## src/fsr_map.svh

```systemverilog
// Opcodes, status field layout, reset values and timing counts of the flash command front end
`ifndef FSR_MAP_SVH
`define FSR_MAP_SVH

// ==========================================================================
// Opcodes
`define FSR_OP_WREN      8'h06
`define FSR_OP_WRDI      8'h04
`define FSR_OP_VWREN     8'h50
`define FSR_OP_WRSR1     8'h01
`define FSR_OP_WRSR2     8'h31
`define FSR_OP_WRSR3     8'h11
`define FSR_OP_RDSR1     8'h05
`define FSR_OP_RDSR2     8'h35
`define FSR_OP_RDSR3     8'h15
`define FSR_OP_RDEXT     8'hC8
`define FSR_OP_WREXT     8'hC5
`define FSR_OP_EN32      8'hB7
`define FSR_OP_EX32      8'hE9
`define FSR_OP_READ      8'h03
`define FSR_OP_READ32    8'h13
`define FSR_OP_FREAD     8'h0B
`define FSR_OP_SETPARAM  8'hC0

// ==========================================================================
// Status field positions and writable masks
`define FSR_SR1_BUSY_BIT 0
`define FSR_SR1_WEL_BIT  1
`define FSR_SR1_WR_MASK  8'hFC
`define FSR_SR2_WR_MASK  8'h7B
`define FSR_SR2_QE_MASK  8'h02
`define FSR_SR2_SRL_MASK 8'h01
`define FSR_SR2_LB_MASK  8'h38
`define FSR_SR3_WR_MASK  8'hE6
`define FSR_SR3_ADP_BIT  1
`define FSR_SR3_ADS_BIT  0
`define FSR_PARAM_LSB    4
`define FSR_PARAM_MSB    5

// ==========================================================================
// Reset values and idle output byte
`define FSR_SR_RESET     8'h00
`define FSR_EXT_RESET    8'h00
`define FSR_PARAM_RESET  2'h0
`define FSR_IDLE_BYTE    8'hFF

// ==========================================================================
// Timing
`define FSR_CLK_MHZ      250
`define FSR_TW_NS        10000
`define FSR_TW_CYC       ((`FSR_TW_NS * `FSR_CLK_MHZ) / 1000)
`define FSR_SPI_DUMMY    4'h8

`endif

```

## src/fsr_pkg.sv

```systemverilog
// Types shared by the flash command front end
package fsr_pkg;

  // ========================================================================
  // Engine states and output sources
  typedef enum logic [2:0] {
    FSR_ST_CMD, FSR_ST_ADDR, FSR_ST_DUMMY, FSR_ST_DIN, FSR_ST_OUT, FSR_ST_IGNORE
  } fsr_state_e;

  typedef enum logic [1:0] {FSR_SRC_STATUS, FSR_SRC_EXT, FSR_SRC_MEM} fsr_src_e;

  // ========================================================================
  // Status register bundle
  typedef struct packed {
    logic [7:0] sr3;
    logic [7:0] sr2;
    logic [7:0] sr1;
  } fsr_status_s;

endpackage : fsr_pkg
```

## src/fsr_cmd.sv

```systemverilog
// Serial flash status, upper address byte and array read command front end
`timescale 1ns/1ps
`include "fsr_map.svh"

// ==========================================================================
// Read data FIFO
module fsr_fifo #(
  parameter int WIDTH = 8,
  parameter int DEPTH = 8
) (
  input  wire logic                       clk_i,
  input  wire logic                       srst_i,
  input  wire logic                       flush_i,
  input  wire logic                       in_valid_i,
  output logic                            in_ready_o,
  input  wire logic [WIDTH-1:0]           in_data_i,
  output logic                            out_valid_o,
  input  wire logic                       out_ready_i,
  output logic [WIDTH-1:0]                out_data_o,
  output logic [$clog2(DEPTH+1)-1:0]      count_o
);
  localparam int AW = (DEPTH > 1) ? $clog2(DEPTH) : 1;
  localparam int NW = $clog2(DEPTH + 1);
  logic [WIDTH-1:0] mem [DEPTH];
  logic [AW-1:0]    wr_ptr;
  logic [AW-1:0]    rd_ptr;
  logic             push;
  logic             pop;

  // Honest flags from the occupancy count
  assign in_ready_o  = (count_o != NW'(DEPTH));
  assign out_valid_o = (count_o != '0);
  assign out_data_o  = mem[rd_ptr];
  assign push        = in_valid_i && in_ready_o && !flush_i;
  assign pop         = out_valid_o && out_ready_i && !flush_i;

  // Storage
  always_ff @(posedge clk_i) begin
    if (push) begin
      mem[wr_ptr] <= in_data_i;
    end
  end

  // Pointers and count
  always_ff @(posedge clk_i) begin
    if (srst_i || flush_i) begin
      wr_ptr  <= '0;
      rd_ptr  <= '0;
      count_o <= '0;
    end else begin
      if (push) begin
        wr_ptr <= (wr_ptr == AW'(DEPTH - 1)) ? '0 : wr_ptr + 1'b1;
      end
      if (pop) begin
        rd_ptr <= (rd_ptr == AW'(DEPTH - 1)) ? '0 : rd_ptr + 1'b1;
      end
      count_o <= count_o + (push ? 1'b1 : 1'b0) - (pop ? 1'b1 : 1'b0);
    end
  end
endmodule : fsr_fifo

// ==========================================================================
// Command front end
module fsr_cmd import fsr_pkg::*; #(
  parameter int          FIFO_DEPTH = 8,
  parameter logic [15:0] TW_CYCLES  = 16'(`FSR_TW_CYC)
) (
  // Clock and reset
  input  wire logic        CLK_I,
  input  wire logic        SRST_I,
  input  wire logic        HW_RESET_I,
  // Serial link pins
  input  wire logic        CS_N_I,
  input  wire logic        SCLK_I,
  input  wire logic [3:0]  IO_I,
  output logic      [3:0]  IO_O,
  output logic      [3:0]  IO_OE_O,
  // Mode
  input  wire logic        FOUR_WIRE_MODE_I,
  // Array read port
  output logic             MEM_REQ_O,
  output logic      [31:0] MEM_ADDR_O,
  input  wire logic        MEM_RVALID_I,
  input  wire logic [7:0]  MEM_RDATA_I,
  output logic             MEM_RREADY_O,
  // State
  output fsr_status_s      STATUS_O,
  output logic      [7:0]  EXT_ADDR_O,
  output logic             ADDR_MODE_O,
  output logic             BUSY_O,
  output logic             WEL_O
);
  localparam int CW = $clog2(FIFO_DEPTH + 1);

  // Masked write with bits that may only rise
  function automatic logic [7:0] fsr_merge(input logic [7:0] old, input logic [7:0] data,
                                           input logic [7:0] mask, input logic [7:0] sticky);
    fsr_merge = (old & ~mask) | (data & mask) | (old & sticky);
  endfunction : fsr_merge

  fsr_state_e  state;
  fsr_src_e    src;
  fsr_status_s sr;
  fsr_status_s nv;
  fsr_status_s pend;
  logic [2:0]  pend_en;
  logic        sclk_q, cs_q, busy, write_enable_latch, vwe, addr_mode_state, rd_active, oe;
  logic [1:0]  param;
  logic [7:0]  ext, opcode, shreg, d0, d1, os;
  logic [3:0]  bcnt, byte_cnt, acnt, dcnt, obc, oreg;
  logic [23:0] abuf;
  logic [15:0] timer;
  logic        op_valid;
  logic [CW-1:0] credits;

  // ========================================================================
  // Link edges and byte assembly
  logic       rise, fall, cs_rise, quad, counting, byte_done;
  logic [3:0] step, nab, dummy;
  logic [7:0] in_byte;
  assign quad      = FOUR_WIRE_MODE_I;
  assign rise      = SCLK_I && !sclk_q && !CS_N_I;
  assign fall      = !SCLK_I && sclk_q && !CS_N_I;
  assign cs_rise   = CS_N_I && !cs_q;
  assign step      = quad ? 4'h4 : 4'h1;
  assign in_byte   = quad ? {shreg[3:0], IO_I} : {shreg[6:0], IO_I[0]};
  assign counting  = (state == FSR_ST_CMD) || (state == FSR_ST_ADDR) || (state == FSR_ST_DIN);
  assign byte_done = rise && counting && ((bcnt + step) == 4'h8);

  // Opcode classes, decided on the completed first byte
  logic is_srd, is_din, is_read, is_fast, rd_ok;
  assign is_srd  = (in_byte == `FSR_OP_RDSR1) || (in_byte == `FSR_OP_RDSR2)
                || (in_byte == `FSR_OP_RDSR3);
  assign is_din  = (in_byte == `FSR_OP_WRSR1) || (in_byte == `FSR_OP_WRSR2)
                || (in_byte == `FSR_OP_WRSR3) || (in_byte == `FSR_OP_WREXT)
                || (in_byte == `FSR_OP_SETPARAM) || (in_byte == `FSR_OP_WREN)
                || (in_byte == `FSR_OP_WRDI) || (in_byte == `FSR_OP_VWREN)
                || (in_byte == `FSR_OP_EN32) || (in_byte == `FSR_OP_EX32);
  assign is_read = ((in_byte == `FSR_OP_READ) || (in_byte == `FSR_OP_READ32)) && !quad;
  assign is_fast = (in_byte == `FSR_OP_FREAD);
  assign rd_ok   = is_read || is_fast;

  // Address length and dummy clocks
  assign nab   = (addr_mode_state || opcode == `FSR_OP_READ32) ? 4'h4 : 4'h3;
  assign dummy = quad ? {1'b0, param, 1'b0} + 4'h2 : `FSR_SPI_DUMMY;

  // Address completion
  logic        addr_done;
  logic [31:0] full_addr;
  assign addr_done = byte_done && (state == FSR_ST_ADDR) && (acnt == nab - 4'h1);
  assign full_addr = (nab == 4'h4) ? {abuf, in_byte}
                                   : {ext, abuf[15:0], in_byte};

  // ========================================================================
  // Command completion at chip select rise
  logic done_ok, st_op, st_cnt_ok, st_nv, st_vol;
  logic [2:0] st_en;
  fsr_status_s st_new;
  logic [7:0] sticky2, mask2;
  assign done_ok   = cs_rise && op_valid && (bcnt == 4'h0);
  assign st_op     = (opcode == `FSR_OP_WRSR1) || (opcode == `FSR_OP_WRSR2)
                  || (opcode == `FSR_OP_WRSR3);
  assign st_cnt_ok = (byte_cnt == 4'h1) || (opcode == `FSR_OP_WRSR1 && byte_cnt == 4'h2);
  assign st_nv     = done_ok && st_op && st_cnt_ok && write_enable_latch;
  assign st_vol    = done_ok && st_op && st_cnt_ok && !write_enable_latch && vwe;
  assign st_en     = (opcode == `FSR_OP_WRSR1) ? {1'b0, byte_cnt == 4'h2, 1'b1}
                   : (opcode == `FSR_OP_WRSR2) ? 3'b010 : 3'b100;
  // Quad enable is held in four-wire mode since that mode depends on it
  assign mask2     = quad ? (`FSR_SR2_WR_MASK & ~`FSR_SR2_QE_MASK) : `FSR_SR2_WR_MASK;
  assign sticky2   = `FSR_SR2_LB_MASK | (write_enable_latch ? 8'h00 : `FSR_SR2_SRL_MASK);
  assign st_new.sr1 = fsr_merge(sr.sr1, d0, `FSR_SR1_WR_MASK, 8'h00);
  assign st_new.sr2 = fsr_merge(sr.sr2, (opcode == `FSR_OP_WRSR1) ? d1 : d0, mask2, sticky2);
  assign st_new.sr3 = fsr_merge(sr.sr3, d0, `FSR_SR3_WR_MASK, 8'h00);

  logic single_ok, nv_done;
  assign single_ok = done_ok && (byte_cnt == 4'h0);
  assign nv_done   = busy && (timer == 16'h1);

  // ========================================================================
  // Pin history
  always_ff @(posedge CLK_I) begin
    if (SRST_I) begin
      sclk_q <= 1'b0;
      cs_q   <= 1'b1;
    end else begin
      sclk_q <= SCLK_I;
      cs_q   <= CS_N_I;
    end
  end

  // Status registers: stored copies survive the pin reset, volatile ones do not
  always_ff @(posedge CLK_I) begin
    if (SRST_I) begin
      sr <= {3{`FSR_SR_RESET}};
      nv <= {3{`FSR_SR_RESET}};
    end else if (HW_RESET_I) begin
      sr <= nv;
    end else if (nv_done) begin
      if (pend_en[0]) begin sr.sr1 <= pend.sr1; nv.sr1 <= pend.sr1; end
      if (pend_en[1]) begin sr.sr2 <= pend.sr2; nv.sr2 <= pend.sr2; end
      if (pend_en[2]) begin sr.sr3 <= pend.sr3; nv.sr3 <= pend.sr3; end
    end else if (st_vol) begin
      if (st_en[0]) sr.sr1 <= st_new.sr1;
      if (st_en[1]) sr.sr2 <= st_new.sr2;
      if (st_en[2]) sr.sr3 <= st_new.sr3;
    end
  end

  // Self-timed stored write cycle
  always_ff @(posedge CLK_I) begin
    if (SRST_I || HW_RESET_I) begin
      busy    <= 1'b0;
      timer   <= 16'h0;
      pend    <= '0;
      pend_en <= 3'b000;
    end else if (st_nv) begin
      busy    <= 1'b1;
      timer   <= TW_CYCLES;
      pend    <= st_new;
      pend_en <= st_en;
    end else if (busy) begin
      timer <= timer - 16'h1;
      busy  <= !nv_done;
    end
  end

  // Write enable latches
  always_ff @(posedge CLK_I) begin
    if (SRST_I || HW_RESET_I) begin
      write_enable_latch <= 1'b0;
      vwe <= 1'b0;
    end else begin
      if (nv_done) write_enable_latch <= 1'b0;
      else if (single_ok && opcode == `FSR_OP_WREN) write_enable_latch <= 1'b1;
      else if (single_ok && opcode == `FSR_OP_WRDI) write_enable_latch <= 1'b0;
      if (single_ok && opcode == `FSR_OP_VWREN) vwe <= 1'b1;
      else if (st_vol) vwe <= 1'b0;
    end
  end

  // Address mode, upper address byte and read parameters
  always_ff @(posedge CLK_I) begin
    if (SRST_I) begin
      addr_mode_state   <= 1'b0;
      ext   <= `FSR_EXT_RESET;
      param <= `FSR_PARAM_RESET;
    end else if (HW_RESET_I) begin
      addr_mode_state   <= nv.sr3[`FSR_SR3_ADP_BIT];
      ext   <= `FSR_EXT_RESET;
      param <= `FSR_PARAM_RESET;
    end else begin
      if (single_ok && opcode == `FSR_OP_EN32) addr_mode_state <= 1'b1;
      else if (single_ok && opcode == `FSR_OP_EX32) addr_mode_state <= 1'b0;
      if (addr_done && addr_mode_state) ext <= abuf[23:16];
      else if (done_ok && opcode == `FSR_OP_WREXT && byte_cnt == 4'h1 && write_enable_latch) ext <= d0;
      if (done_ok && opcode == `FSR_OP_SETPARAM && byte_cnt == 4'h1) begin
        param <= d0[`FSR_PARAM_MSB:`FSR_PARAM_LSB];
      end
    end
  end

  // ========================================================================
  // Command engine on serial clock edges
  logic [7:0] sr_live, load_byte;
  logic       fifo_valid, fifo_in_ready, pop;
  logic [7:0] fifo_data;
  assign sr_live   = (opcode == `FSR_OP_RDSR2) ? sr.sr2
                   : (opcode == `FSR_OP_RDSR3) ? {sr.sr3[7:1], addr_mode_state}
                   : {sr.sr1[7:2], write_enable_latch, busy};
  assign load_byte = (src == FSR_SRC_STATUS) ? sr_live
                   : (src == FSR_SRC_EXT) ? ext
                   : (fifo_valid ? fifo_data : `FSR_IDLE_BYTE);
  assign pop       = fall && (state == FSR_ST_OUT) && (obc == 4'h0) && (src == FSR_SRC_MEM);

  always_ff @(posedge CLK_I) begin
    if (SRST_I || HW_RESET_I || CS_N_I) begin
      state    <= FSR_ST_CMD;
      src      <= FSR_SRC_STATUS;
      op_valid <= 1'b0;
      bcnt     <= 4'h0;
      byte_cnt <= 4'h0;
      acnt     <= 4'h0;
      dcnt     <= 4'h0;
      obc      <= 4'h0;
      oreg     <= 4'h0;
      oe       <= 1'b0;
      if (SRST_I) begin
        opcode <= 8'h00;
        shreg  <= 8'h00;
        abuf   <= 24'h0;
        os     <= 8'h00;
        d0     <= 8'h00;
        d1     <= 8'h00;
      end
    end else begin
      if (rise && counting) begin
        shreg <= in_byte;
        bcnt  <= byte_done ? 4'h0 : bcnt + step;
      end
      case (state)
        FSR_ST_CMD: begin
          if (byte_done) begin
            opcode <= in_byte;
            if (is_srd) begin
              state <= FSR_ST_OUT;
              src   <= FSR_SRC_STATUS;
            end else if (busy) begin
              state <= FSR_ST_IGNORE;
            end else if (in_byte == `FSR_OP_RDEXT) begin
              state <= FSR_ST_OUT;
              src   <= FSR_SRC_EXT;
            end else if (rd_ok) begin
              state <= FSR_ST_ADDR;
              src   <= FSR_SRC_MEM;
            end else if (is_din) begin
              state    <= FSR_ST_DIN;
              op_valid <= 1'b1;
            end else begin
              state <= FSR_ST_IGNORE;
            end
          end
        end
        FSR_ST_ADDR: begin
          if (byte_done) begin
            abuf <= {abuf[15:0], in_byte};
            acnt <= acnt + 4'h1;
            if (addr_done) begin
              dcnt  <= dummy;
              state <= (opcode == `FSR_OP_FREAD) ? FSR_ST_DUMMY : FSR_ST_OUT;
            end
          end
        end
        FSR_ST_DUMMY: begin
          if (rise) begin
            dcnt <= dcnt - 4'h1;
            if (dcnt == 4'h1) state <= FSR_ST_OUT;
          end
        end
        FSR_ST_DIN: begin
          if (byte_done) begin
            if (byte_cnt == 4'h0) d0 <= in_byte;
            if (byte_cnt == 4'h1) d1 <= in_byte;
            if (byte_cnt != 4'hF) byte_cnt <= byte_cnt + 4'h1;
          end
        end
        FSR_ST_OUT: begin
          // Each falling edge puts the next bit or nibble out, MSB first
          if (fall) begin
            oe  <= 1'b1;
            obc <= (obc + step == 4'h8) ? 4'h0 : obc + step;
            if (obc == 4'h0) begin
              oreg <= quad ? load_byte[7:4] : {load_byte[7], 3'b000};
              os   <= quad ? {load_byte[3:0], 4'h0} : {load_byte[6:0], 1'b0};
            end else begin
              oreg <= quad ? os[7:4] : {os[7], 3'b000};
              os   <= quad ? {os[3:0], 4'h0} : {os[6:0], 1'b0};
            end
          end
        end
        default: begin
          state <= FSR_ST_IGNORE;
        end
      endcase
    end
  end

  // ========================================================================
  // Array prefetch: credits count requests in flight plus bytes held
  logic [CW-1:0] fifo_count;
  logic          drop, flush, taken;
  assign flush        = cs_rise || HW_RESET_I;
  // No request in the flush cycle: its byte would come back after the frame and only be dropped
  assign MEM_REQ_O    = rd_active && !flush && (credits < CW'(FIFO_DEPTH));
  assign drop         = MEM_RVALID_I && !rd_active;
  // A byte handed over in the flush cycle is thrown away, so it leaves the credits too
  assign taken        = MEM_RVALID_I && fifo_in_ready && rd_active;
  // Stale bytes after chip select rise are taken and thrown away
  assign MEM_RREADY_O = rd_active ? fifo_in_ready : 1'b1;

  always_ff @(posedge CLK_I) begin
    if (SRST_I) begin
      rd_active  <= 1'b0;
      MEM_ADDR_O <= 32'h0;
      credits    <= '0;
    end else begin
      if (flush) rd_active <= 1'b0;
      else if (addr_done) rd_active <= 1'b1;
      if (addr_done) MEM_ADDR_O <= full_addr;
      else if (MEM_REQ_O) MEM_ADDR_O <= MEM_ADDR_O + 32'h1;
      credits <= (flush ? credits - fifo_count - CW'(taken) : credits - CW'(pop && fifo_valid))
               + CW'(MEM_REQ_O) - CW'(drop);
    end
  end

  fsr_fifo #(
    .WIDTH (8),
    .DEPTH (FIFO_DEPTH)
  ) u_fifo (
    .clk_i       (CLK_I),
    .srst_i      (SRST_I),
    .flush_i     (flush),
    .in_valid_i  (MEM_RVALID_I && rd_active),
    .in_ready_o  (fifo_in_ready),
    .in_data_i   (MEM_RDATA_I),
    .out_valid_o (fifo_valid),
    .out_ready_i (pop),
    .out_data_o  (fifo_data),
    .count_o     (fifo_count)
  );

  // ========================================================================
  // Outputs
  assign IO_O        = quad ? oreg : {2'b00, oreg[3], 1'b0};
  assign IO_OE_O     = oe ? (quad ? 4'hF : 4'h2) : 4'h0;
  assign STATUS_O    = {sr.sr3[7:1], addr_mode_state, sr.sr2, sr.sr1[7:2], write_enable_latch, busy};
  assign EXT_ADDR_O  = ext;
  assign ADDR_MODE_O = addr_mode_state;
  assign BUSY_O      = busy;
  assign WEL_O       = write_enable_latch;
endmodule : fsr_cmd

```

## config.mk

```make
export PLATFORM = sky130hd
export DESIGN_NAME = fsr_cmd
export DESIGN_NICKNAME = d
export VERILOG_FILES = /design/src/fsr_pkg.sv /design/src/fsr_cmd.sv
export VERILOG_INCLUDE_DIRS = /design/src
export SDC_FILE = /design/constraint.sdc
export NUM_CORES = 1
export LEC_CHECK = 0
export BUFFER_PORTS_ARGS = -buffer_cell sky130_fd_sc_hd__buf_4
export CORE_AREA = 4 4 185 187
export CTS_CLUSTER_SIZE = 25
export DETAILED_ROUTE_END_ITERATION = 8
export DIE_AREA = 0 0 189 191
export GPL_TIMING_DRIVEN = 0
export PLACE_DENSITY = 0.6
export SLEW_MARGIN = 20
export SYNTH_ARGS = -nofsm -noshare
export SYNTH_HDL_FRONTEND = slang
export SYNTH_SLANG_ARGS = --single-unit
```

## constraint.sdc

```tcl
create_clock -name CLK_I -period 3.2 [get_ports CLK_I]
set_input_delay 0.48 -clock CLK_I [delete_from_list [all_inputs] [get_ports CLK_I]]
set_output_delay 0.48 -clock CLK_I [all_outputs]
set_load 0.02 [all_outputs]
```

# Yosys cells after proc, flatten, opt, wreduce, memory -nomap -nowiden
# Memory sizes are Yosys's and may differ from the RTL's. A register that Yosys moved wholly into a read port is not among the register bits.
# Index checks and enable logic that the tools add are counted.
[classes]
add_sub_neg = 18
bitwise = 14
eq_ne = 59
n_reduce_logical = 127
n_mux = 101
n_lt_le_gt_ge = 1
[ops]
columns = ["cell", "count"]
rows = [
  ["$mux 8", 33],
  ["$mux 24", 7],
  ["$mux 32", 3],
  ["$eq 8x8->1 const B", 9],
  ["$mux 3", 21],
  ["$eq 8x5->1 const B", 6],
  ["$logic_and 1x1->1", 44],
  ["$mux 4", 11],
  ["$eq 8x3->1 const B", 5],
  ["$add 32x1->32 const B", 1],
  ["$eq 8x6->1 const B", 4],
  ["$reduce_and 3->1", 10],
  ["$reduce_bool 2->1", 15],
  ["$mux 12", 2],
  ["$logic_or 1x1->1", 23],
  ["$reduce_bool 3->1", 6],
  ["$eq 16x1->1 const B", 1],
  ["$eq 8x1->1 const B", 2],
  ["$eq 8x4->1 const B", 2],
  ["$eq 8x7->1 const B", 2],
  ["$or 8x8->8", 2],
  ["$reduce_and 4->1", 4],
  ["$sub 16x1->16 const B", 1],
  ["$mux 1", 15],
  ["other kinds (45)", 91],
]
[word_totals]
elab_cells = 363
reg_bits = 248
memories = 1
output_inout_bits = 77
ram_bits = 64
[memory_table]
columns = ["name", "depth", "word_bits", "read_ports", "rd_clocked_by_memory_dff", "wr", "line", "source"]
rows = [
  ["u_fifo.mem", 8, 8, 1, 1, 1, "fsr_cmd.sv:24", "logic [WIDTH-1:0] mem [DEPTH];"],
]

# Logic depth before layout (Yosys ltp)
[depth]
word_depth = 18
depth_mapped = 18
mapped_depth_nobuf = 18

# Hierarchy
# From an unflattened synthesis, not the netlist that was laid out.
[hier_totals]
cells_unflattened = 1471
area_unflattened_um2 = 14901.8
[modules_own_cells]
columns = ["mod", "instances", "area_per_inst_um2", "cells_per_inst"]
rows = [
  ["fsr_cmd", 1, 11711.2, 1298],
  ["fsr_fifo", 1, 3190.6, 173],
]

# Worst setup path after synthesis
# No wires, ideal clock.
[synth_timing]
path_type = "input -> register"
start = "in CS_N_I"
end = "reg credits[3]"
path_stages = 14
required_ns = 3.072
t_arrival_ns = 3.234
path_slack_ns = -0.161
setup_ns = 0.128
n_path_buf = 0
path_cell_list = "nor4bb_1 nand2_1 nor4b_2 ha_1 ha_1 o21ai_0 inv_1 ha_1 a21o_1 a21oi_1 xor2_1 xnor2_1 xnor2_1 nor2_1"
[synth_between]
elab_chain_cells = 10
elab_cells_between_ends = 15
cone_classes = "add/sub (3); mux (1); reduce/logical (11)"
[synth_lines]
columns = ["item", "line", "source"]
rows = [
  ["start: declaration", "fsr_cmd.sv:73", "input wire logic CS_N_I,"],
  ["$logic_not 1->1", "fsr_cmd.sv:123", "assign fall = !SCLK_I && sclk_q && !CS_N_I;"],
  ["$logic_and 1x1->1", "fsr_cmd.sv:123", ""],
  ["$logic_and 1x1->1 (3 in series)", "fsr_cmd.sv:273", "assign pop = fall && (state == FSR_ST_OUT) && (obc == 4'h0) && (src == FSR_SRC_MEM);"],
  ["$logic_and 1x1->1", "fsr_cmd.sv:390", "credits <= (flush ? credits - fifo_count - CW'(taken) : credits - CW'(pop && fifo_valid))"],
  ["$sub 4x1->4", "fsr_cmd.sv:390", ""],
  ["$mux 4", "fsr_cmd.sv:390", ""],
  ["$add 4x1->4 *", "fsr_cmd.sv:391", "+ CW'(MEM_REQ_O) - CW'(drop);"],
  ["$sub 4x1->4 *", "fsr_cmd.sv:391", ""],
  ["end signal: assignment", "fsr_cmd.sv:390", ""],
  ["end: declaration", "fsr_cmd.sv:114", "logic [CW-1:0] credits;"],
]
# Every way passes the cells marked *; elsewhere a longest branch is shown, timed or not.
# A chain may end at the register's enable or synchronous reset.

# Worst setup path in the final report
[layout_timing]
start = "reg u_fifo.count_o[2]"
end = "reg credits[3]"
[layout_between]
elab_chain_cells = 7
elab_cells_between_ends = 11
cone_classes = "add/sub (5); eq/ne (1); mux (1); reduce/logical (4)"
[layout_lines]
columns = ["item", "line", "source"]
rows = [
  ["start: declaration", "fsr_cmd.sv:20", "output logic [$clog2(DEPTH+1)-1:0] count_o"],
  ["start signal: assignment", "fsr_cmd.sv:57", "count_o <= count_o + (push ? 1'b1 : 1'b0) - (pop ? 1'b1 : 1'b0);"],
  ["branches (longest 4 deep; another with $sub 4x4->4)", "-", ""],
  ["$mux 4 *", "fsr_cmd.sv:390", ""],
  ["$add 4x1->4 *", "fsr_cmd.sv:391", ""],
  ["$sub 4x1->4 *", "fsr_cmd.sv:391", ""],
]
# Mark *: on every way between the ends.

==> results.rst <==
.. list-table::
   :header-rows: 1

   * - Metric
     - Value
   * - Result of the run
     - finished, violations left
   * - Failing checks
     - negative setup slack
   * - Gpl congestion
     - 0.881
   * - Crit-path most repeated cell
     - ha_4
   * - Most common cell after layout, fill and taps aside
     - dfxtp_1
   * - Required time worst endpoint
     - 3.56 ns
   * - Worst-case clock skew
     - 0.0170 ns
   * - HP Start
     - MEM_RDATA_I[2]
   * - Commonest cells after routing, fill and taps aside
     - dfxtp_1, nor2_1, buf_4, edfxtp_1, nand2_1
   * - CTS sink cnt
     - 299
   * - EDFF count, synth
     - 124
   * - Final period util
     - 104%
   * - FFs w/ async S/R, synth
     - 0%
   * - Routed length per instance
     - 20.4 um
   * - I/O pins
     - 96
   * - Insertion delay to the later sink of the worst-skew pair
     - 0.52 ns
   * - Buf+Inv Stages, Crit Path
     - 3
   * - Worst slew margin
     - 28.8%
   * - Final count of negative-setup-slack endpoints
     - 3
   * - Ratio of cells with drive above 1 in the final layout
     - 17.7%
   * - Critical-path cell with the highest stage delay
     - fa_1
   * - WS Path Type
     - reg2reg
   * - Post-detailed-route via-to-cell ratio
     - 5.67
   * - Number of buffers added on ports
     - 92
   * - Type of the most critical hold path
     - in2reg
   * - Post-synthesis instance area
     - 0.0146 sq mm
   * - Root buffer cell
     - clkbuf_16
   * - Setup Total Neg Slack
     - -0.244 ns
   * - Warnings from Yosys
     - 0
   * - Total grt overflow
     - 0
   * - Hold Fails Final Rpt
     - 0
   * - R2R Path Start
     - u_fifo.count_o[2]$_SDFF_PP0_
   * - Vias in the first global route
     - 11,067
   * - Placed cells
     - 1,952
   * - Portion of total power attributed to sequential cells
     - 45.1%
   * - Drt drc
     - 0
   * - Die Footprint
     - 0.0361 sq mm
   * - Cell Area, Placed
     - 0.0158 sq mm
   * - Max-cap violation count
     - 0
   * - Final non-filler cell area
     - 0.0174 sq mm
   * - Maximum clock frequency
     - 299 MHz
   * - Kind of capture point of the worst setup path
     - flop
   * - Slew at the pin closest to its max-slew limit
     - 1.06 ns
   * - Number of slew-limit violations in the final report
     - 0
   * - Power spent charging and discharging nets
     - 0.00213 W
   * - Beginning of the critical path
     - u_fifo.count_o[2]$_SDFF_PP0_
   * - Post-route non-filler standard cell count
     - 2,034
   * - Switching power as a share of total power
     - 23.3%
   * - Antenna violations before repair
     - 1
   * - Synth cell types
     - 85
   * - Number of buffers added by the clock tree synthesis step
     - 35
   * - Sort of element at the start of the critical path
     - flop
   * - RSZ-0062 raised after global routing
     - yes
   * - Global-route total usage across every layer
     - 22.4%
   * - Horizontal die dimension
     - 189 um
   * - Synthesized area per cell
     - 10.3 sq um
   * - Leakage
     - 6.47 nW
   * - Final HPWL from detailed placement
     - 30.2 mm
   * - Area grow syn2layout
     - 19.4%
   * - Initial Util
     - 44.9%
   * - Critical path's top delay family
     - adder cells
   * - Core region area
     - 0.0325 sq mm
   * - Detailed Route Iter0 Violations
     - 955
   * - Worst supply voltage drop on vdd
     - 418 uV
   * - CTS tree
     - yes
   * - Hold bufs inserted after CTS
     - 0
   * - Detailed-routing iteration count for the pre-antenna-repair pass
     - 6
   * - Worst Path Max Fanout
     - 3
   * - Clk pwr share
     - 46.2%
   * - Delay of the slowest cell on the worst path
     - 0.47 ns
   * - Maximum buffer depth of the clock tree
     - 3
   * - Seq cells post-synth
     - 299
   * - Number of cells produced by synthesis
     - 1,417
   * - Sequential element share of the synthesized area
     - 49.6%
   * - Worst R2R Setup Slack
     - -0.14 ns
   * - Clock slew at the register clock pins of the worst setup and hold paths
     - 0.06 ns
   * - Floorplan die height
     - 191 um
   * - Total nets after synthesis
     - 1,477
   * - Setup WS post-layout
     - -0.142 ns
   * - Fin nets
     - 1,625
   * - Global-route wire length before repair
     - 64.2 mm
   * - Maximum number of pins on one net before global-route repair
     - 25
   * - Std-Cell Rows
     - 66
   * - Routed wire length
     - 41.5 mm
   * - Cell-by-cell listing of the critical path
     - inv_4, ha_4, nand2_2, and3_4, inv_4, fa_1, ha_1, xor2_1, a21oi_2, ha_4, inv_2, ha_4, a21o_1, a21oi_2, xor2_1, xnor2_1, xnor2_1, nor2_1
   * - Worst slack after detailed placement
     - -0.900 ns
   * - Critical path data arrival time
     - 3.71 ns
   * - Antenna Violating Nets Remaining
     - 0
   * - Max H-tree Level
     - 2
   * - Combinational group share of total power
     - 8.7%
   * - Power density of the placed cells
     - 525 mW/mm^2
   * - Cell internal power dissipation
     - 0.00701 W
   * - Finished Core Util
     - 53.6%
   * - Final Critical Period
     - 3.34 ns
   * - Total via count in the routed design
     - 11,529
   * - Top_reg_cell synth
     - dfxtp_1
[kinds of logic (layout without fill, tap and decap cells)]
kind of cell	count (synthesis)	count (layout)	synth area share, %
AOI/OAI and AO/OA	243	243	11.9
buffers and inverters	127	301	3.80
adders and majority gates	41	41	3.73
DFF	299	299	49.6
muxes	94	94	7.56
xor gates and xnor gates	62	62	3.73
and+or+nand+nor	551	551	19.7
other	0	1	0
[through the flow]
step	hold slack (ns)	power, W
2_1_floorplan	0.437	0.00464
3_3_place_gp	0.454	0.00486
3_5_place_dp	0.457	0.00487
4_1_cts	0.188	0.00913
5_1_grt	0.200	0.00946
6_report	0.200	0.00914
[registers in the layout, indices dropped and copies added, names as in the netlist, 8 cells and up, named ones only]
name	count
EXT_ADDR_O	8
MEM_ADDR_O	32
STATUS_O	21
abuf	24
d0	8
nv	21
opcode	8
pend	17
timer	16
u_fifo.mem	64
[power groups by stage]
stage	logic, W	registers (W)	clock network [W]
after CTS	0.000717	0.00412	0.00428
after global routing	0.000882	0.00414	0.00444
final	0.000794	0.00413	0.00422
after global placement	0.000650	0.00421	0
after detailed placement	0.000660	0.00421	0
after floorplan	0.000453	0.00419	0
[layer usage]
layer  global-route usage [%]  vias to the layer above  part of all wire, %
met5                        0                        -                0.017
met4                     6.36                        2                  2.5
met3                     2.94                       70                  5.8
met2                     36.5                      356                   47
met1                     31.6                     5596                   45
li1                         -                     5505                    -
[worst register-to-register path, cell delays in order, from the launching register on]
cell and delay [ns]:
dfxtp_2 0.35, inv_4 0.05, ha_4 0.15, nand2_2 0.04, and3_4 0.20, inv_4 0.04
fa_1 0.47, ha_1 0.31, xor2_1 0.17, a21oi_2 0.09, ha_4 0.28, inv_2 0.04
ha_4 0.14, a21o_1 0.19, a21oi_2 0.16, xor2_1 0.18, xnor2_1 0.15, xnor2_1 0.14
nor2_1 0.05
[worst paths after layout]
path | endpoint | cells past startpoint
setup / recovery | credits[3]$_SDFF_PP0_ | 18
hold / removal | u_fifo.mem[3][2]$_DFFE_PP_ | 1
setup reg to reg | credits[3]$_SDFF_PP0_ | 18
hold reg to reg | oreg[2]$_SDFFE_PP0P_ | 2
[cell type report]
class / count / area, sq um
plain buffers: 88 / 417
clock buffers: 48 / 1010
diodes: 1 / 2.50
flip-flops and latches: 299 / 7230
multi-input cells: 991 / 6980
clock inverters: 15 / 216
inverters: 38 / 148
repair buffers: 112 / 845
well taps: 442 / 553
fillers: 2937 / 15100
[repair_timing]
item                                    CTS  global route
gates resized for setup                  25            28
pin swaps                                13            15
setup buffers                            10             9
endpoints found under the setup margin   99            72
[cell usage after synthesis, types with 26 or more instances]
master | instances | area [sq um]
a211oi_1 | 40 | 300
a21oi_1 | 64 | 320
and2_1 | 26 | 163
clkbuf_1 | 54 | 203
dfxtp_1 | 175 | 3500
edfxtp_1 | 124 | 3720
ha_1 | 37 | 463
inv_1 | 38 | 143
mux2i_1 | 74 | 741
nand2_1 | 109 | 409
nand3_1 | 44 | 220
nor2_1 | 169 | 634
nor2b_1 | 26 | 163
nor3_1 | 28 | 140
xnor2_1 | 37 | 324
Note: power is estimated with default switching activity, not from simulation.
